**src/core/acmvr_pkg.sv**
```systemverilog
// Constants and types for the accumulator, move and return instruction sequencer
// Summary of operation
// [RULE1] OR an 8-bit literal into the accumulator, update zero flag.
// [RULE2] Increment addressed register, result to accumulator or register by target bit.
// [RULE3] OR accumulator with register, result to accumulator or register, update zero.
// [RULE4] Move register to accumulator or back to itself, always update zero.
// [RULE5] Load 8-bit literal into accumulator, flags unchanged.
// [RULE6] Store accumulator into addressed register, flags unchanged.
// [RULE7] Interrupt return loads PC from stack head and sets global enable.
// [RULE8] Literal return loads accumulator from literal and PC from stack head, two cycles.
// [RULE9] One instruction cycle spans four oscillator periods.
// [RULE10] Zero flag set when result is zero; no-op changes only the PC.
// [RULE11] Branch loads 11-bit immediate low, page latch high, two cycles.
package acmvr_pkg;
  // ****************************************
  // Widths and field positions
  // ****************************************
  localparam int DATA_W = 8;
  localparam int ADDR_W = 7;
  localparam int PC_W = 13;
  localparam int OP_W = 14;
  localparam int BR_W = 11;
  localparam int DEST_BIT = 7;
  localparam int PAGE_LO = 3;
  localparam int PAGE_HI = 4;
  localparam int STACK_DEPTH = 8;
  localparam int SP_W = 3;
  // ****************************************
  // Timing
  // ****************************************
  localparam int PHASES_PER_CYCLE = 4;
  localparam logic [1:0] PHASE_LAST = 2'h3;
  // ****************************************
  // Reset values and opcodes
  // ****************************************
  localparam logic [PC_W-1:0] PC_RESET = 13'h0000;
  localparam logic [DATA_W-1:0] DATA_ZERO = 8'h00;
  localparam logic [DATA_W-1:0] DATA_ONE = 8'h01;
  localparam logic [PC_W-1:0] PC_ONE = 13'h0001;
  localparam logic [OP_W-1:0] OPC_NOP = 14'h0000;
  localparam logic [OP_W-1:0] OPC_RETFROMIRQ = 14'h0009;
  localparam logic [5:0] OPC_ORREG = 6'h04;
  localparam logic [5:0] OPC_MOVE = 6'h08;
  localparam logic [5:0] OPC_INC = 6'h0a;
  localparam logic [6:0] OPC_STORE = 7'h01;
  localparam logic [5:0] OPC_ORLIT = 6'h38;
  localparam logic [3:0] OPC_LDLIT = 4'hc;
  localparam logic [3:0] OPC_RETLIT = 4'hd;
  localparam logic [2:0] OPC_BRANCH = 3'h5;
  // ****************************************
  // Types
  // ****************************************
  typedef enum logic [3:0] {
    ACMVR_NOP = 4'h0, ACMVR_ORLIT = 4'h1, ACMVR_INC = 4'h2, ACMVR_ORREG = 4'h3,
    ACMVR_MOVE = 4'h4, ACMVR_LDLIT = 4'h5, ACMVR_STORE = 4'h6, ACMVR_RETI = 4'h7,
    ACMVR_RETLIT = 4'h8, ACMVR_BRANCH = 4'h9
  } acmvr_op_type;
  typedef enum logic [1:0] {
    ACMVR_FETCH = 2'h0, ACMVR_FLUSH = 2'h1
  } acmvr_state_type;
endpackage : acmvr_pkg

```
**src/core/acmvr_core.sv**
```systemverilog
// Instruction sequencer for OR, increment, move and return instructions
`timescale 1ns/1ps
module acmvr_core (
  input wire logic mclk,
  input wire logic srst,
  input wire logic [acmvr_pkg::OP_W-1:0] instr,
  input wire logic [acmvr_pkg::DATA_W-1:0] file_rdata,
  input wire logic [acmvr_pkg::DATA_W-1:0] page_latch,
  input wire logic push_en,
  input wire logic [acmvr_pkg::PC_W-1:0] push_addr,
  output logic [acmvr_pkg::PC_W-1:0] prog_addr,
  output logic [acmvr_pkg::ADDR_W-1:0] file_addr,
  output logic file_we,
  output logic [acmvr_pkg::DATA_W-1:0] file_wdata,
  output logic [acmvr_pkg::DATA_W-1:0] accum,
  output logic zero_flag,
  output logic global_irq_mask_on,
  output logic cycle_tick
);

  logic [1:0] phase;
  logic [acmvr_pkg::PC_W-1:0] pc;
  logic [acmvr_pkg::SP_W-1:0] sp;
  acmvr_pkg::acmvr_state_type state;
  logic [acmvr_pkg::PC_W-1:0] stack_head;
  logic [acmvr_pkg::DATA_W-1:0] result;
  logic dest_file;
  logic writes_acc;
  logic sets_zero;
  logic is_return;
  logic two_cycle;
  logic exec;
  acmvr_pkg::acmvr_op_type op;
  wire logic [acmvr_pkg::DATA_W-1:0] lit = instr[acmvr_pkg::DATA_W-1:0];
  wire logic [acmvr_pkg::PC_W-1:0] pc_inc = pc + acmvr_pkg::PC_ONE;
  wire logic [acmvr_pkg::PC_W-1:0] branch_target = {
    page_latch[acmvr_pkg::PAGE_HI:acmvr_pkg::PAGE_LO], instr[acmvr_pkg::BR_W-1:0]};
  wire logic [acmvr_pkg::SP_W-1:0] sp_pop = sp - 3'h1;
  wire logic [acmvr_pkg::SP_W-1:0] sp_push = sp + 3'h1;
  wire logic [acmvr_pkg::PC_W-1:0] next_pc = is_return ? stack_head
    : (op == acmvr_pkg::ACMVR_BRANCH) ? branch_target : pc_inc;

  // ****************************************
  // Instruction decode
  // ****************************************
  // Opcode to operation class
  function automatic acmvr_pkg::acmvr_op_type decode(input logic [13:0] w);
    if (w == acmvr_pkg::OPC_RETFROMIRQ) decode = acmvr_pkg::ACMVR_RETI;
    else if (w[13:7] == acmvr_pkg::OPC_STORE) decode = acmvr_pkg::ACMVR_STORE;
    else if (w[13:8] == acmvr_pkg::OPC_ORREG) decode = acmvr_pkg::ACMVR_ORREG;
    else if (w[13:8] == acmvr_pkg::OPC_MOVE) decode = acmvr_pkg::ACMVR_MOVE;
    else if (w[13:8] == acmvr_pkg::OPC_INC) decode = acmvr_pkg::ACMVR_INC;
    else if (w[13:8] == acmvr_pkg::OPC_ORLIT) decode = acmvr_pkg::ACMVR_ORLIT;
    else if (w[13:10] == acmvr_pkg::OPC_LDLIT) decode = acmvr_pkg::ACMVR_LDLIT;
    else if (w[13:10] == acmvr_pkg::OPC_RETLIT) decode = acmvr_pkg::ACMVR_RETLIT;
    else if (w[13:11] == acmvr_pkg::OPC_BRANCH) decode = acmvr_pkg::ACMVR_BRANCH;
    else decode = acmvr_pkg::ACMVR_NOP;
  endfunction : decode

  assign op = decode(instr);
  assign exec = cycle_tick && (state == acmvr_pkg::ACMVR_FETCH);
  assign dest_file = instr[acmvr_pkg::DEST_BIT];
  assign file_addr = instr[acmvr_pkg::ADDR_W-1:0];
  assign is_return = (op == acmvr_pkg::ACMVR_RETI) || (op == acmvr_pkg::ACMVR_RETLIT);
  assign two_cycle = is_return || (op == acmvr_pkg::ACMVR_BRANCH);
  assign sets_zero = (op == acmvr_pkg::ACMVR_ORLIT) || (op == acmvr_pkg::ACMVR_INC)
    || (op == acmvr_pkg::ACMVR_ORREG) || (op == acmvr_pkg::ACMVR_MOVE);

  // Result selection per operation
  assign result = (op == acmvr_pkg::ACMVR_ORLIT) ? (accum | lit) // RULE1
    : (op == acmvr_pkg::ACMVR_INC) ? (file_rdata + acmvr_pkg::DATA_ONE) // RULE2
    : (op == acmvr_pkg::ACMVR_ORREG) ? (accum | file_rdata) // RULE3
    : (op == acmvr_pkg::ACMVR_MOVE) ? file_rdata // RULE4
    : (op == acmvr_pkg::ACMVR_STORE) ? accum // RULE6
    : lit; // RULE5 RULE8

  // Destination selection
  assign writes_acc = (op == acmvr_pkg::ACMVR_ORLIT) || (op == acmvr_pkg::ACMVR_LDLIT)
    || (op == acmvr_pkg::ACMVR_RETLIT)
    || (((op == acmvr_pkg::ACMVR_INC) || (op == acmvr_pkg::ACMVR_ORREG)
    || (op == acmvr_pkg::ACMVR_MOVE)) && !dest_file);
  assign file_we = exec && ((op == acmvr_pkg::ACMVR_STORE)
    || (((op == acmvr_pkg::ACMVR_INC) || (op == acmvr_pkg::ACMVR_ORREG)
    || (op == acmvr_pkg::ACMVR_MOVE)) && dest_file));
  assign file_wdata = result;
  assign prog_addr = pc;

  // ****************************************
  // Instruction cycle timing
  // ****************************************
  // Four oscillator periods per instruction cycle
  always_ff @(posedge mclk) begin
    if (srst) phase <= 2'h0;
    else phase <= phase + 2'h1; // RULE9
  end
  assign cycle_tick = (phase == acmvr_pkg::PHASE_LAST);

  // ****************************************
  // Return stack
  // ****************************************
  acmvr_stack u_stack (
    .mclk(mclk),
    .wr_en(push_en && cycle_tick),
    .wr_addr(sp),
    .wr_data(push_addr),
    .rd_addr(sp_pop),
    .rd_data(stack_head)
  );

  // Stack pointer, pop on return, else push on call request
  always_ff @(posedge mclk) begin
    if (srst) sp <= 3'h0;
    else if (exec && is_return) sp <= sp_pop;
    else if (push_en && cycle_tick) sp <= sp_push;
  end

  // ****************************************
  // Execute
  // ****************************************
  // Program counter and flush sequencing
  always_ff @(posedge mclk) begin
    if (srst) begin
      pc <= acmvr_pkg::PC_RESET;
      state <= acmvr_pkg::ACMVR_FETCH;
    end else if (cycle_tick) begin
      case (state)
        acmvr_pkg::ACMVR_FETCH: begin
          pc <= next_pc; // RULE7 RULE8 RULE10 RULE11
          state <= two_cycle ? acmvr_pkg::ACMVR_FLUSH : acmvr_pkg::ACMVR_FETCH;
        end
        default: begin
          state <= acmvr_pkg::ACMVR_FETCH;
        end
      endcase
    end
  end

  // Accumulator, zero flag and global enable
  always_ff @(posedge mclk) begin
    if (srst) begin
      accum <= acmvr_pkg::DATA_ZERO;
      zero_flag <= 1'b0;
      global_irq_mask_on <= 1'b0;
    end else if (exec) begin
      if (writes_acc) accum <= result;
      if (sets_zero) zero_flag <= (result == acmvr_pkg::DATA_ZERO); // RULE10
      if (op == acmvr_pkg::ACMVR_RETI) global_irq_mask_on <= 1'b1; // RULE7
    end
  end

  // ****************************************
  // Checks
  // ****************************************
  property p_orlit;
    @(posedge mclk) disable iff (srst)
    exec && op == acmvr_pkg::ACMVR_ORLIT |=> accum == ($past(accum) | $past(lit))
      && zero_flag == (accum == 8'h00);
  endproperty
  a_orlit: assert property (p_orlit) else $error("or literal wrong"); // RULE1

  property p_inc;
    @(posedge mclk) disable iff (srst)
    exec && op == acmvr_pkg::ACMVR_INC && dest_file |-> file_we
      && file_wdata == file_rdata + 8'h01 ##1 zero_flag == ($past(file_rdata) == 8'hff)
      && $stable(accum);
  endproperty
  a_inc: assert property (p_inc) else $error("increment wrong"); // RULE2

  property p_orreg;
    @(posedge mclk) disable iff (srst)
    exec && op == acmvr_pkg::ACMVR_ORREG && !dest_file
      |=> accum == ($past(accum) | $past(file_rdata));
  endproperty
  a_orreg: assert property (p_orreg) else $error("or register wrong"); // RULE3

  property p_move;
    @(posedge mclk) disable iff (srst)
    exec && op == acmvr_pkg::ACMVR_MOVE && dest_file
      |-> file_we && file_wdata == file_rdata ##1 zero_flag == ($past(file_rdata) == 8'h00);
  endproperty
  a_move: assert property (p_move) else $error("move file wrong"); // RULE4

  property p_ldlit;
    @(posedge mclk) disable iff (srst)
    exec && op == acmvr_pkg::ACMVR_LDLIT |=> accum == $past(lit) && $stable(zero_flag);
  endproperty
  a_ldlit: assert property (p_ldlit) else $error("load literal wrong"); // RULE5

  property p_store;
    @(posedge mclk) disable iff (srst)
    exec && op == acmvr_pkg::ACMVR_STORE |-> file_we && file_wdata == accum ##1 $stable(zero_flag);
  endproperty
  a_store: assert property (p_store) else $error("store wrong"); // RULE6

  property p_reti;
    @(posedge mclk) disable iff (srst)
    exec && op == acmvr_pkg::ACMVR_RETI |=> global_irq_mask_on && pc == $past(stack_head);
  endproperty
  a_reti: assert property (p_reti) else $error("interrupt return wrong"); // RULE7

  property p_retlit;
    @(posedge mclk) disable iff (srst)
    exec && op == acmvr_pkg::ACMVR_RETLIT |=> accum == $past(lit)
      && pc == $past(stack_head) && $stable(zero_flag);
  endproperty
  a_retlit: assert property (p_retlit) else $error("literal return wrong"); // RULE8

  property p_twocyc;
    @(posedge mclk) disable iff (srst)
    exec && two_cycle |=> !exec [*7] ##1 exec;
  endproperty
  a_twocyc: assert property (p_twocyc) else $error("two cycle timing wrong"); // RULE8 RULE11

  property p_tick;
    @(posedge mclk) disable iff (srst)
    cycle_tick |=> !cycle_tick [*3] ##1 cycle_tick;
  endproperty
  a_tick: assert property (p_tick) else $error("cycle rate wrong"); // RULE9

  property p_nop;
    @(posedge mclk) disable iff (srst)
    exec && op == acmvr_pkg::ACMVR_NOP |=> $stable(accum) && $stable(zero_flag)
      && pc == $past(pc) + 13'h0001;
  endproperty
  a_nop: assert property (p_nop) else $error("no-op changed state"); // RULE10

  property p_branch;
    @(posedge mclk) disable iff (srst)
    exec && op == acmvr_pkg::ACMVR_BRANCH |=> pc == {
      $past(page_latch[acmvr_pkg::PAGE_HI:acmvr_pkg::PAGE_LO]),
      $past(instr[acmvr_pkg::BR_W-1:0])};
  endproperty
  a_branch: assert property (p_branch) else $error("branch target wrong"); // RULE11

  c_reti: cover property (@(posedge mclk) exec && op == acmvr_pkg::ACMVR_RETI);
  c_retlit: cover property (@(posedge mclk) exec && op == acmvr_pkg::ACMVR_RETLIT);
  c_zero: cover property (@(posedge mclk) exec && sets_zero && result == 8'h00);
  c_inc_file: cover property (@(posedge mclk) exec && op == acmvr_pkg::ACMVR_INC && dest_file);
endmodule : acmvr_core

```
**src/core/acmvr_stack.sv**
```systemverilog
// Return address stack memory with registered read data
`timescale 1ns/1ps
module acmvr_stack #(
  parameter int DEPTH = acmvr_pkg::STACK_DEPTH,
  parameter int WIDTH = acmvr_pkg::PC_W,
  parameter int AW = acmvr_pkg::SP_W
) (
  input wire logic mclk,
  input wire logic wr_en,
  input wire logic [AW-1:0] wr_addr,
  input wire logic [WIDTH-1:0] wr_data,
  input wire logic [AW-1:0] rd_addr,
  output logic [WIDTH-1:0] rd_data
);
  logic [WIDTH-1:0] mem [DEPTH];

  // ****************************************
  // Storage and registered read
  // ****************************************
  // Write port
  always_ff @(posedge mclk) begin
    if (wr_en) begin
      mem[wr_addr] <= wr_data;
    end
  end

  // Read port, one cycle latency
  always_ff @(posedge mclk) begin
    rd_data <= mem[rd_addr];
  end
endmodule : acmvr_stack

```
**config.mk**
```make
export PLATFORM = sky130hd
export DESIGN_NAME = acmvr_core
export DESIGN_NICKNAME = d
export VERILOG_FILES = /design/src/core/acmvr_pkg.sv /design/src/core/acmvr_core.sv /design/src/core/acmvr_stack.sv
export SDC_FILE = /design/constraint.sdc
export NUM_CORES = 1
export LEC_CHECK = 0
export ABC_CLOCK_PERIOD_IN_PS = 2950
export BUFFER_PORTS_ARGS = -buffer_cell sky130_fd_sc_hd__buf_2
export CELL_PAD_IN_SITES_DETAIL_PLACEMENT = 2
export CELL_PAD_IN_SITES_GLOBAL_PLACEMENT = 2
export CORE_MARGIN = 10
export CORE_UTILIZATION = 35
export DETAILED_ROUTE_END_ITERATION = 7
export GPL_TIMING_DRIVEN = 1
export PLACE_DENSITY = 0.71
export SLEW_MARGIN = 5
export SYNTH_ARGS = -nofsm -noshare
export SYNTH_HDL_FRONTEND = slang
export SYNTH_SLANG_ARGS = --single-unit
```
**constraint.sdc**
```tcl
create_clock -name mclk -period 2.95 [get_ports mclk]
set_clock_uncertainty 0.15 [all_clocks]
set_input_delay 0.295 -clock mclk [delete_from_list [all_inputs] [get_ports mclk]]
set_output_delay 0.295 -clock mclk [all_outputs]
set_load 0.005 [all_outputs]
```
==> run summary, run 1 <==
The run finished with clean final reports. The worst register-to-register path ends at u_stack.rd_data[2]. The tools report the reg-to-reg critical path startpoint as sp[1]. The mean area per synthesized cell is 13.1 sq um, and the final cycle utilization of the critical path is 93.3%.

In this run the deepest clock path goes through 2 buffers. The run gives 24600 sq um as the total die area. The floorplan has 50 rows. The tools report the headroom to the max-slew limit as 55.7%. By count the netlist is led by sky130_fd_sc_hd__edfxtp_1, sky130_fd_sc_hd__nor2_1, sky130_fd_sc_hd__dfxtp_1.

Internal power comes to 3.55 mW. The later pin in the worst-skew pair is clocked with a latency of 440 ps. The average wire per cell in the routed design is 24.4 um, and the aggregate global routing overflow is 0. Using the TritonRoute via totals, the vias-per-cell ratio works out to 5.49. The tools report the DRC violation count after routing as 0. Library cell contributing the largest single delay on the critical path: sky130_fd_sc_hd__or4_1.

Of all flip-flops after synthesis, the portion carrying an async set or reset was 0%. Setup repair after global routing left no endpoint under its margin. Summing the areas of all compound-gate instances in the mapped netlist gives 9.51% of the synthesized area. The y dimension of the die came out at 157 um. Counting both buffers and inverters, the worst setup path holds a total of 3. During I/O placement, the number of pins put on the boundary was 86. The initial antenna violation count came out at 0. The synthesized design contains 146 register bits.

For this run, the number of Yosys warnings is 0. The multiplexer area fraction after synthesis works out to 11.5%. Sorting the synthesized cells by area gives the leading types as sky130_fd_sc_hd__edfxtp_1, sky130_fd_sc_hd__dfxtp_1, sky130_fd_sc_hd__mux4_2.

In this run switching power makes up 25.0% of total power. The clock drives 146 sinks. TritonCTS built the clock tree. The worst-case reg-to-reg path depth is 5.

The critical path start-end classification was input port to output port. Broken down by cell family, the worst path's largest delay share belongs to simple AND/OR/NAND/NOR gates. The final layout contains 646 nets.

Subtracting the final worst setup slack from the clock period gives 2750 ps. The cell depth of the worst hold path works out to 1. The synthesized design contains 104 enable-type register cells.

Based on the critical path, the design can be clocked at up to 0.363 GHz. The register-to-register setup slack was 620 ps. Summing the areas of all xor and xnor instances in the mapped netlist gives 2.80% of the synthesized area.

The number of slew-limit violations in the final report was 0. sky130_fd_sc_hd__edfxtp_1 is the most common cell in the netlist. On the worst path, the slowest cell contributes a delay of 500 ps.

The most critical setup path has its startpoint at instr[12]. After Yosys synthesis, full adders, half adders and majority gates account for 0.953% of the synthesized area. The critical path goes through buf_2 -> nor3_1 -> nand3_2 -> o211a_1 -> or4_1 -> o21ai_0 -> o21a_1 -> inv_1 -> buf_2. Global routing used 17.2% of the available tracks. Cell repeated most along the worst path: sky130_fd_sc_hd__buf_2.

For the count of routing violations after the opening detailed-route iteration, the log shows 191. At the worst endpoint, the arrival time is 2310 ps. STA classifies the critical path startpoint as an input port.

The combined area of all synthesized cells was 6570 sq um; the largest fanout of any net on the critical path was 8. The CTS H-tree depth is 4, and the number of global-route vias before repair is 5177. Hold violation count in the final report: 0.

STA classifies the critical path endpoint as an output port. The worst hold path terminates at u_stack.mem[2][1]. The post-detailed-placement half-perimeter wirelength was 14.0 mm; the proportion of netlist area held by the largest area contributor was 47.6%. The global-route wire length before repair was 31.5 mm; the fraction of power consumed by combinational cells was 7.1%. The floorplan step set the die width to 157 um. The first detailed-routing pass took 5 iterations.

Summed over all instances, the cell type with the most area after synthesis is sky130_fd_sc_hd__edfxtp_1. CTS placed an instance of sky130_fd_sc_hd__clkbuf_16 at the clock tree root. The run gives 1.18 mW as the switching power of the nets. After Yosys synthesis, and, or, nand and nor cells account for 11.2% of the synthesized area.

Entering global routing, the biggest net connects 32 pins. The most used flip-flop cell after synthesis is sky130_fd_sc_hd__edfxtp_1. After detailed routing, the total wire length is 20.5 mm. For the final setup violation count, the log shows 0. The synthesized net count is 554.

At the pin with the least slew margin, the transition time is 665 ps. Yosys mapped the design onto 57 distinct sky130hd cell types. Startpoint of the lowest-slack hold path: push_addr[1].

Data on the critical path is required at its endpoint by 2510 ps. By area, the combinational part of the netlist is dominated by multiplexers. In this run the remaining antenna-violating nets after routing total 0. The number of max-capacitance violations reported came out at 0.

The number of buffers created by CTS was 17; the port buffer count was 79. The floorplan step defined a core boundary enclosing 18600 sq um. 0 antenna diodes ended up in the layout.

The setup TNS was 0 ps. The tightest min-delay check is of the input port to flop type. In this run the static leakage power is 2.73 nW. The layout-stage area growth over the synthesis result works out to 20.5%. In the final layout, the share of cells above drive strength 1 is 30.1%.

The sequential cell fraction of total power was 47.5%; the largest vdd supply drop was 441 uV. The initial utilization of the core area, before any placement, comes to 35.3%. Overall power consumption after layout is estimated at 4.73 mW.

The tools report the final weighted congestion of routability-driven global placement as 0.839. Clock-pin slew was measured on the worst setup and hold paths at 60 ps. The total number of vias was 4621; the share of the yosys chip area belonging to registers was 60.4%. In the synthesized netlist, the number of instances is 503.

Dividing total power by cell area gives a power density of 598 nW/um^2. In this run, the clock network consumes 45.4% of the power.
-- cell usage in the layout (no fill, tap or decap), types with 3 or more instances in the layout --
cell and instances:
sky130_fd_sc_hd__ha_1 5, sky130_fd_sc_hd__a21oi_1 21, sky130_fd_sc_hd__nor3_2 4, sky130_fd_sc_hd__clkinvlp_4 3
sky130_fd_sc_hd__mux2_2 13, sky130_fd_sc_hd__or3_1 3, sky130_fd_sc_hd__mux4_2 26, sky130_fd_sc_hd__a221oi_1 5
sky130_fd_sc_hd__inv_1 15, sky130_fd_sc_hd__dlygate4sd3_1 7, sky130_fd_sc_hd__nor2b_1 5, sky130_fd_sc_hd__nand3_1 12
sky130_fd_sc_hd__a32oi_1 3, sky130_fd_sc_hd__a211oi_1 23, sky130_fd_sc_hd__inv_6 4, sky130_fd_sc_hd__inv_8 4
sky130_fd_sc_hd__buf_4 21, sky130_fd_sc_hd__buf_2 79, sky130_fd_sc_hd__nor2_1 43, sky130_fd_sc_hd__and2_1 3
sky130_fd_sc_hd__xor2_1 10, sky130_fd_sc_hd__dfxtp_1 41, sky130_fd_sc_hd__nand2_1 34, sky130_fd_sc_hd__clkbuf_16 17
sky130_fd_sc_hd__nand2b_1 4, sky130_fd_sc_hd__nand4_1 6, sky130_fd_sc_hd__edfxtp_1 104, sky130_fd_sc_hd__o21ai_0 18
sky130_fd_sc_hd__nor3_1 14, sky130_fd_sc_hd__and3_1 3, sky130_fd_sc_hd__xnor2_1 11
-- how the worst max path moves through the flow --
| stage | depth (start not counted) | endpoint | slack [ps] |
|---|---|---|---|
| floorplan | 7 | u_stack.rd_data[10] | 170 |
| global placement | 8 | zero_flag | 230 |
| detailed placement | 8 | zero_flag | 170 |
| CTS | 9 | file_wdata[5] | 160 |
| global route | 9 | file_wdata[5] | 30 |
| finish | 9 | file_wdata[5] | 200 |
-- power groups by stage --
stage / clock network [mW] / logic (mW) / registers [mW]
2_1_floorplan: 0 / 0.191 / 2.28
3_3_place_gp: 0 / 0.318 / 2.29
3_5_place_dp: 0 / 0.333 / 2.29
4_1_cts: 2.20 / 0.344 / 2.25
5_1_grt: 2.27 / 0.376 / 2.25
6_report: 2.15 / 0.338 / 2.25
-- cell families (layout without fill, tap and decap cells) --
family	count (synthesis)	after routing
adders and majority gates	5	5
xor gates and xnor gates	21	21
muxes	41	41
AOI/OAI and AO/OA	93	93
buffers and inverters	50	155
DFF	146	146
and+or+nand+nor	147	147
-- worst reg2reg max path: stages (launching register included) --
cell                      delay (ps)
sky130_fd_sc_hd__dfxtp_1         500
sky130_fd_sc_hd__inv_1           110
sky130_fd_sc_hd__ha_1            340
sky130_fd_sc_hd__buf_4           390
sky130_fd_sc_hd__mux4_2          410
sky130_fd_sc_hd__mux2_2          320
-- state kept, by name, summed over array words and instances, names as in the netlist --
| name | flops |
|---|---|
| accum | 8 |
| u_stack.mem | 104 |
| global_irq_mask_on | 1 |
| u_stack.rd_data | 13 |
| prog_addr | 13 |
| state | 1 |
| zero_flag | 1 |
| phase | 2 |
| sp | 3 |
-- what timing repair did --
item / in CTS / in global routing
buffers inserted: 0 / 0
setup endpoints to repair: 0 / 1
endpoints found under the hold margin: 56 / 0
hold buffers: 7 / 0
resized for setup: 0 / 1
-- layout make-up --
type                            instances  area (sq um)
Multi-Input combinational cell        307          2400
Inverter                               16          60.1
Clock inverter                         15           146
Sequential cell                       146          3970
Timing Repair Buffer                  107           623
Clock buffer                           17           425
Fill cell                            1882         10700
Tap cell                              234           293
-- metal layers --
layer / share of wire, % / vias up / track usage, %
li1: - / 2099 / -
met1: 41 / 2386 / 19.4
met2: 52 / 110 / 30.7
met3: 4.7 / 26 / 4.26
met4: 2.3 / 0 / 6.61
met5: 0 / - / 0
-- through the flow --
step / cells / worst slack (ps) / hold slack, ps / utilization [%] / area (sq um)
after CTS: 842 / 162 / 0.385 / 42.5 / 7900
after floorplan: 503 / 172 / 244 / - / 6570
after global routing: 842 / 31.9 / 0.868 / 42.6 / 7910
final: 842 / 199 / 1.18 / 42.6 / 7910
after detailed placement: 803 / 165 / 278 / 39.1 / 7260
after global placement: 803 / 229 / 256 / 39.1 / 7260
No activity file was read; power rests on OpenSTA's default activity.
==> run 2: changes to the inputs <==
- GPL_ROUTABILITY_DRIVEN: unset -> 0
- RECOVER_POWER: unset -> 100
- SLEW_MARGIN: 5 -> 20
==> run summary, run 2 (same netlist as run 1, synthesis figures left out) <==
Average wire per cell in the routed design: 24.5 um. The largest fanout of any net on the critical path works out to 8. The area growth from synthesis to layout is 18.3%. Proportion of power drawn by the clock network: 45.5%. STA classifies the critical path endpoint as an output port.

For this block, the initial DRC count from the detailed router was 218. The signal on the critical path passes through buf_2 -> nor3_1 -> nand3_2 -> o211a_1 -> or4_1 -> o21ai_0 -> o21a_1 -> inv_1 -> buf_2. The run gives 1 as the number of max-capacitance violations reported. The count of standard-cell rows came out at 50. Together, buffers and inverters on the worst path number 3. The largest individual stage delay along the critical path comes from the cell sky130_fd_sc_hd__or4_1. Summed over all layers, the global routing overflow is 0. In this run the tool buffered the top-level ports with 79 buffer cells. At the end of the flow the core is filled with cells to 41.8%. The internal cell power was 3.54 mW. The y dimension of the die is 157 um, and the post-layout net count is 646.

The tools report the core region area as 18600 sq um. The buffers inserted during post-CTS setup optimization is 0, and the fraction of power consumed by combinational cells is 6.9%. The repair_antennas step left the layout with diodes totalling 0. Summed over all cells, the static leakage comes to 2.52 nW.

For the final setup violation count, the log shows 0. For the register-to-register setup slack, the log shows 300 ps. For this configuration, the core starts out at a cell density of 35.3%. Clock-pin slew was measured on the worst setup and hold paths at 60 ps.

The global-route wire length before repair came out at 31.5 mm. Leaving out fill and tap cells, the most frequent cell in the layout is sky130_fd_sc_hd__edfxtp_1. The DRC violation count after routing came out at 0.

Grouping stages by cell kind, the critical path spends the most delay in simple AND/OR/NAND/NOR gates. The CTS H-tree depth is 4, and the setup TNS is 0 ps. The total power divided by cell area was 608 nW/um^2. The checks that failed: capacitance limit, slew limit. The proportion of layout cells with a drive suffix above 1 is 18.6%. TritonCTS built the clock tree. The largest vdd supply drop was 441 uV.

The largest stage delay on the critical path is 500 ps, and the slew at the pin with the worst max-slew slack is 1570 ps. STA classifies the critical path startpoint as an input port. The post-detailed-route via-to-cell ratio is 5.49. The tools report the clock latency on the worst-skew pair as 440 ps. The share of total power dissipated in sequential elements is 47.6%. Setup repair after global routing left no endpoint under its margin. Net switching is 25.1% of the power. The maximum buffer depth of the clock tree was 2. The setup path with the least slack is of type input port to output port.

In the finished design, the share of the clock period the worst path needs comes to 92.7%. The final layout contains routed wiring with a total length of 20.6 mm. Detailed placement ended at an HPWL of 14.0 mm. Sink count of the clock tree: 146. u_stack.mem holds more flip-flops than any other register. Across every metal layer, demand over resource in global routing totals 17.2%. The tools report the number of buffers created by CTS as 17. Leaving out fill and tap cells, the most frequent cells in the layout are sky130_fd_sc_hd__edfxtp_1, sky130_fd_sc_hd__clkbuf_1, sky130_fd_sc_hd__nor2_1.

The die is 157 um wide. The class of the worst hold path is input port to flop. The cell chosen for the clock root was sky130_fd_sc_hd__clkbuf_16. The run gives 5 as the number of detailed-routing iterations run before antenna repair. Headroom to the max-slew limit: -4.90%. The cell area reported after detailed placement was 7260 sq um; the hold violation count in the final report was 0. The finished cells cover 7760 sq um.

The switching power of the nets was 1.19 mW; the data arrival time of the critical path was 2290 ps. The cell that appears most often on the critical path is sky130_fd_sc_hd__buf_2. The highest clock frequency the design can meet is 0.366 GHz.

For the number of top-level design ports, the log shows 86. Initial antenna violation count: 0. Entering global routing, the biggest net connects 32 pins. The flow ran to the end, but the final reports show violations. The number of global-route vias before repair came out at 5177.

The total number of vias is 4626, and the flip-flop count of the largest register after layout is 104. The die covers 24600 sq um. Subtracting the final worst setup slack from the clock period gives 2740 ps. In this run the remaining antenna-violating nets after routing total 0.

The logs give 2510 ps for the required time of the critical path and 31 for the number of slew-limit violations in the final report.
==> run 2: cell types whose count changed in the layout (fill, tap and decap cells not counted), sizes merged <==
| cell | delta |
|---|---|
| clkbuf | +61 |
| buf | -61 |
==> run 2: final timing paths <==
path	startpoint	to	cells past startpoint
setup / recovery	instr[12]	file_wdata[5]	9
hold / removal	push_addr[1]	u_stack.mem[2][1]	1
setup reg to reg	sp[1]	u_stack.rd_data[2]	5
hold reg to reg	phase[0]	phase[0]	1
==> run 2: layout make-up <==
type	instances	area (sq um)
sequential	146	3960
timing repair buffer	107	519
multi-input combinational	307	2360
clock buffer	17	425
fill	1913	10800
inverter	16	60.1
clock inverter	15	146
tap	234	293
==> run 2: layer usage <==
metal	wire length [um]	up-vias	part of all wire [%]	track usage, %
met1	8380	2399	41	19.4
met4	462	0	2.2	6.61
met3	910	24	4.4	4.26
met5	0	-	0	0
li1	-	2101	-	-
met2	10800	102	53	30.7
==> run 2: what timing repair did <==
action,in CTS,in global routing
hold buffers,7,0
setup endpoints to repair,0,1
hold endpoints to repair,56,0
gates resized for setup,0,1
==> run 2: stage by stage <==
stage	hold WS, ps	total power, mW	instances	setup slack (ps)
floorplan	244	2.48	503	172
global placement	256	2.61	803	229
detailed placement	278	2.62	803	165
CTS	0.385	4.79	842	162
global route	95.3	4.88	842	31.9
finish	91.2	4.72	842	214
==> run 2: power by group through the flow <==
stage                     logic [mW]  registers [mW]  clock network (mW)
final                          0.324            2.25                2.15
after floorplan                0.191            2.28                   0
after global routing           0.361            2.25                2.27
after CTS                      0.344            2.25                2.20
after global placement         0.318            2.29                   0
after detailed placement       0.333            2.29                   0
==> run 3: changes to the inputs <==
- CORE_UTILIZATION: 35 -> 36
- PLACE_DENSITY: 0.71 -> 0.73
- SLEW_MARGIN: 20 -> unset
==> run summary, run 3 (same netlist as run 1, synthesis figures left out) <==
The die width is 155 um, and the aggregate global routing overflow is 0. For the number of buffers created by CTS, the log shows 17. Timing analysis after detailed placement gives a worst setup slack of 193 ps. The run gives 32 as the largest net degree at the start of global routing. The hold violation count in the final report is 0, and the average wire per cell in the routed design is 23.0 um. Subtracting the final worst setup slack from the clock period gives 2720 ps. Clock latency on the worst-skew pair, taken at its later pin, is 410 ps. The number of detailed-routing iterations run before antenna repair was 6; the initial antenna violation count was 0. Together, buffers and inverters on the worst path number 3. The run finished with clean final reports.

For this run, design rule violations remaining after detail routing come to 0. The top cell types in the final layout, fill and taps aside, are sky130_fd_sc_hd__edfxtp_1, sky130_fd_sc_hd__clkbuf_1, sky130_fd_sc_hd__nor2_1. The tools report the number of slew-limit violations in the final report as 0. The clock transition at the registers of the reported paths was 60 ps; the number of top-level design ports was 86. For the worst setup path, the data arrival time is 2280 ps. The detailed router finished its first iteration with 233 violations.

Across the run, the number of max-cap violations was 0. The repair_antennas step left the layout with diodes totalling 0. For this block, the via count after detailed routing is 4503. Setup slack closes at 230 ps. The worst pin sits at a relative slew slack of 3.31%. Across the VDD grid, the largest voltage drop is 456 uV. TritonCTS built the clock tree. The required time of the critical path was 2510 ps.

The die covers 24000 sq um. Setup violations remaining at the end of the flow were counted as 0. Port buffering added 79 buffers. The run gives 5012 as the number of global-route vias before repair. The critical path start-end classification was input port to output port.

For this block, the routed nets add up to 19.2 mm of wire. The critical path goes through buf_2 -> nor3_1 -> nand3_1 -> o211a_1 -> or4_1 -> o21ai_0 -> o21a_1 -> inv_1 -> clkbuf_1. Register containing the most flip-flops in the final layout: u_stack.mem. For this run, the slowest stage of the critical path takes 510 ps. Row generation in the floorplan step produced 49 rows. The cell leakage power was 2.50 nW; the CTS H-tree depth was 4.

The run gives 13.5 mm as the post-detailed-placement half-perimeter wirelength. The effective utilization at floorplan is 36.5%, and the total power divided by cell area is 591 nW/um^2. Across all register-to-register paths, the minimum setup slack is 350 ps. Endpoint class of the critical path: an output port. On the critical path, the stage with the largest delay is an instance of sky130_fd_sc_hd__or4_1.

At the end of the flow, the number of nets in the layout was 643. The clock passes through at most 2 buffers. Of all nets on the critical path, the largest fanout is 7. For the final routed database, the setup TNS stands at 0 ps.

The library cell used most frequently in the layout, excluding fill and tap cells, is sky130_fd_sc_hd__edfxtp_1. Setup repair after global routing left no endpoint under its margin. The post-detailed-route via-to-cell ratio came out at 5.40. For this run, the share of the core covered by cells in the final layout is 43.0%. Cells with a size suffix above 1 make up 19.0% of the layout. From synthesis to final layout, the design area changed by 17.6%. Family of cells with the greatest summed delay on the critical path: simple AND/OR/NAND/NOR gates.

For this run, the top clock speed supported by timing is 0.368 GHz. The sink count of the clock tree was 146. The root buffer cell chosen for the clock tree is sky130_fd_sc_hd__clkbuf_16.

The overall global routing resource usage was 16.2%. The worst setup path is launched from an input port. The y dimension of the die works out to 155 um. The slew at the pin with the worst max-slew slack is 1450 ps. The floorplan step defined a core boundary enclosing 18000 sq um.

The flip-flop count of the largest register after layout was 104; the remaining number of nets flagged by the antenna check after routing was 0. The class of the worst hold path is input port to flop. The global-route wire length before repair was 30.2 mm.

Of the available clock period, the critical path in the final layout requires 92.2%.
[run 3: cell types whose count changed in the layout (fill, tap and decap cells not counted), sizes merged]
cell,previous run,this run
clkinvlp,3,2
bufinv,1,0
buf,39,36
clkinv,4,6
clkbuf,78,79
dlygate4sd3,7,6
[run 3: metrics by stage]
| step | instances | hold slack (ps) | power (mW) | instance area, sq um |
|---|---|---|---|---|
| 5_1_grt | 834 | 113 | 4.74 | 7720 |
| 4_1_cts | 834 | 1.18 | 4.64 | 7850 |
| 6_report | 834 | 105 | 4.56 | 7720 |
| 3_5_place_dp | 796 | 275 | 2.63 | 7240 |
| 3_3_place_gp | 796 | 256 | 2.61 | 7240 |
| 2_1_floorplan | 503 | 244 | 2.48 | 6570 |
[run 3: where the power goes]
part           switching, mW  leakage, nW  internal (mW)
Combinational          0.198        0.951          0.127
Sequential            0.0246         1.28           2.22
Clock                  0.889        0.269           1.10
Total                   1.11         2.50           3.45
[run 3: per-layer routing]
metal / up-vias / share of wire, % / GRT usage [%]
met5: - / 0 / 0
met4: 0 / 1.2 / 3.96
met3: 22 / 4.7 / 3.78
met2: 98 / 51 / 27.8
met1: 2289 / 43 / 20.1
li1: 2094 / - / -
[run 3: cell type report]
| cell class | instances | area (sq um) |
|---|---|---|
| fill | 1834 | 10200 |
| sequential | 146 | 3960 |
| multi-input combinational | 307 | 2360 |
| timing repair buffer | 104 | 500 |
| clock buffer | 17 | 425 |
| tap | 229 | 287 |
| clock inverter | 15 | 123 |
| inverter | 16 | 60.1 |
[run 3: final timing paths]
path,start,endpoint,depth (start not counted)
hold / removal,push_addr[1],u_stack.mem[6][1],1
setup / recovery,instr[13],file_wdata[5],9
setup reg to reg,sp[1],u_stack.rd_data[2],5
hold reg to reg,phase[0],phase[0],1
[run 3: worst register-to-register path, stage by stage (launching register included)]
cell and delay, ps:
sky130_fd_sc_hd__dfxtp_1 450, sky130_fd_sc_hd__inv_1 100, sky130_fd_sc_hd__ha_1 320, sky130_fd_sc_hd__clkbuf_2 630, sky130_fd_sc_hd__mux4_2 440, sky130_fd_sc_hd__mux2_1 360
[run 3: repair_timing]
item | 4_1_cts | 5_1_grt
setup endpoints to repair | 0 | 1
hold buffers | 6 | 0
endpoints found under the hold margin | 48 | 0
buffers inserted | 0 | 0
resized for setup | 0 | 1
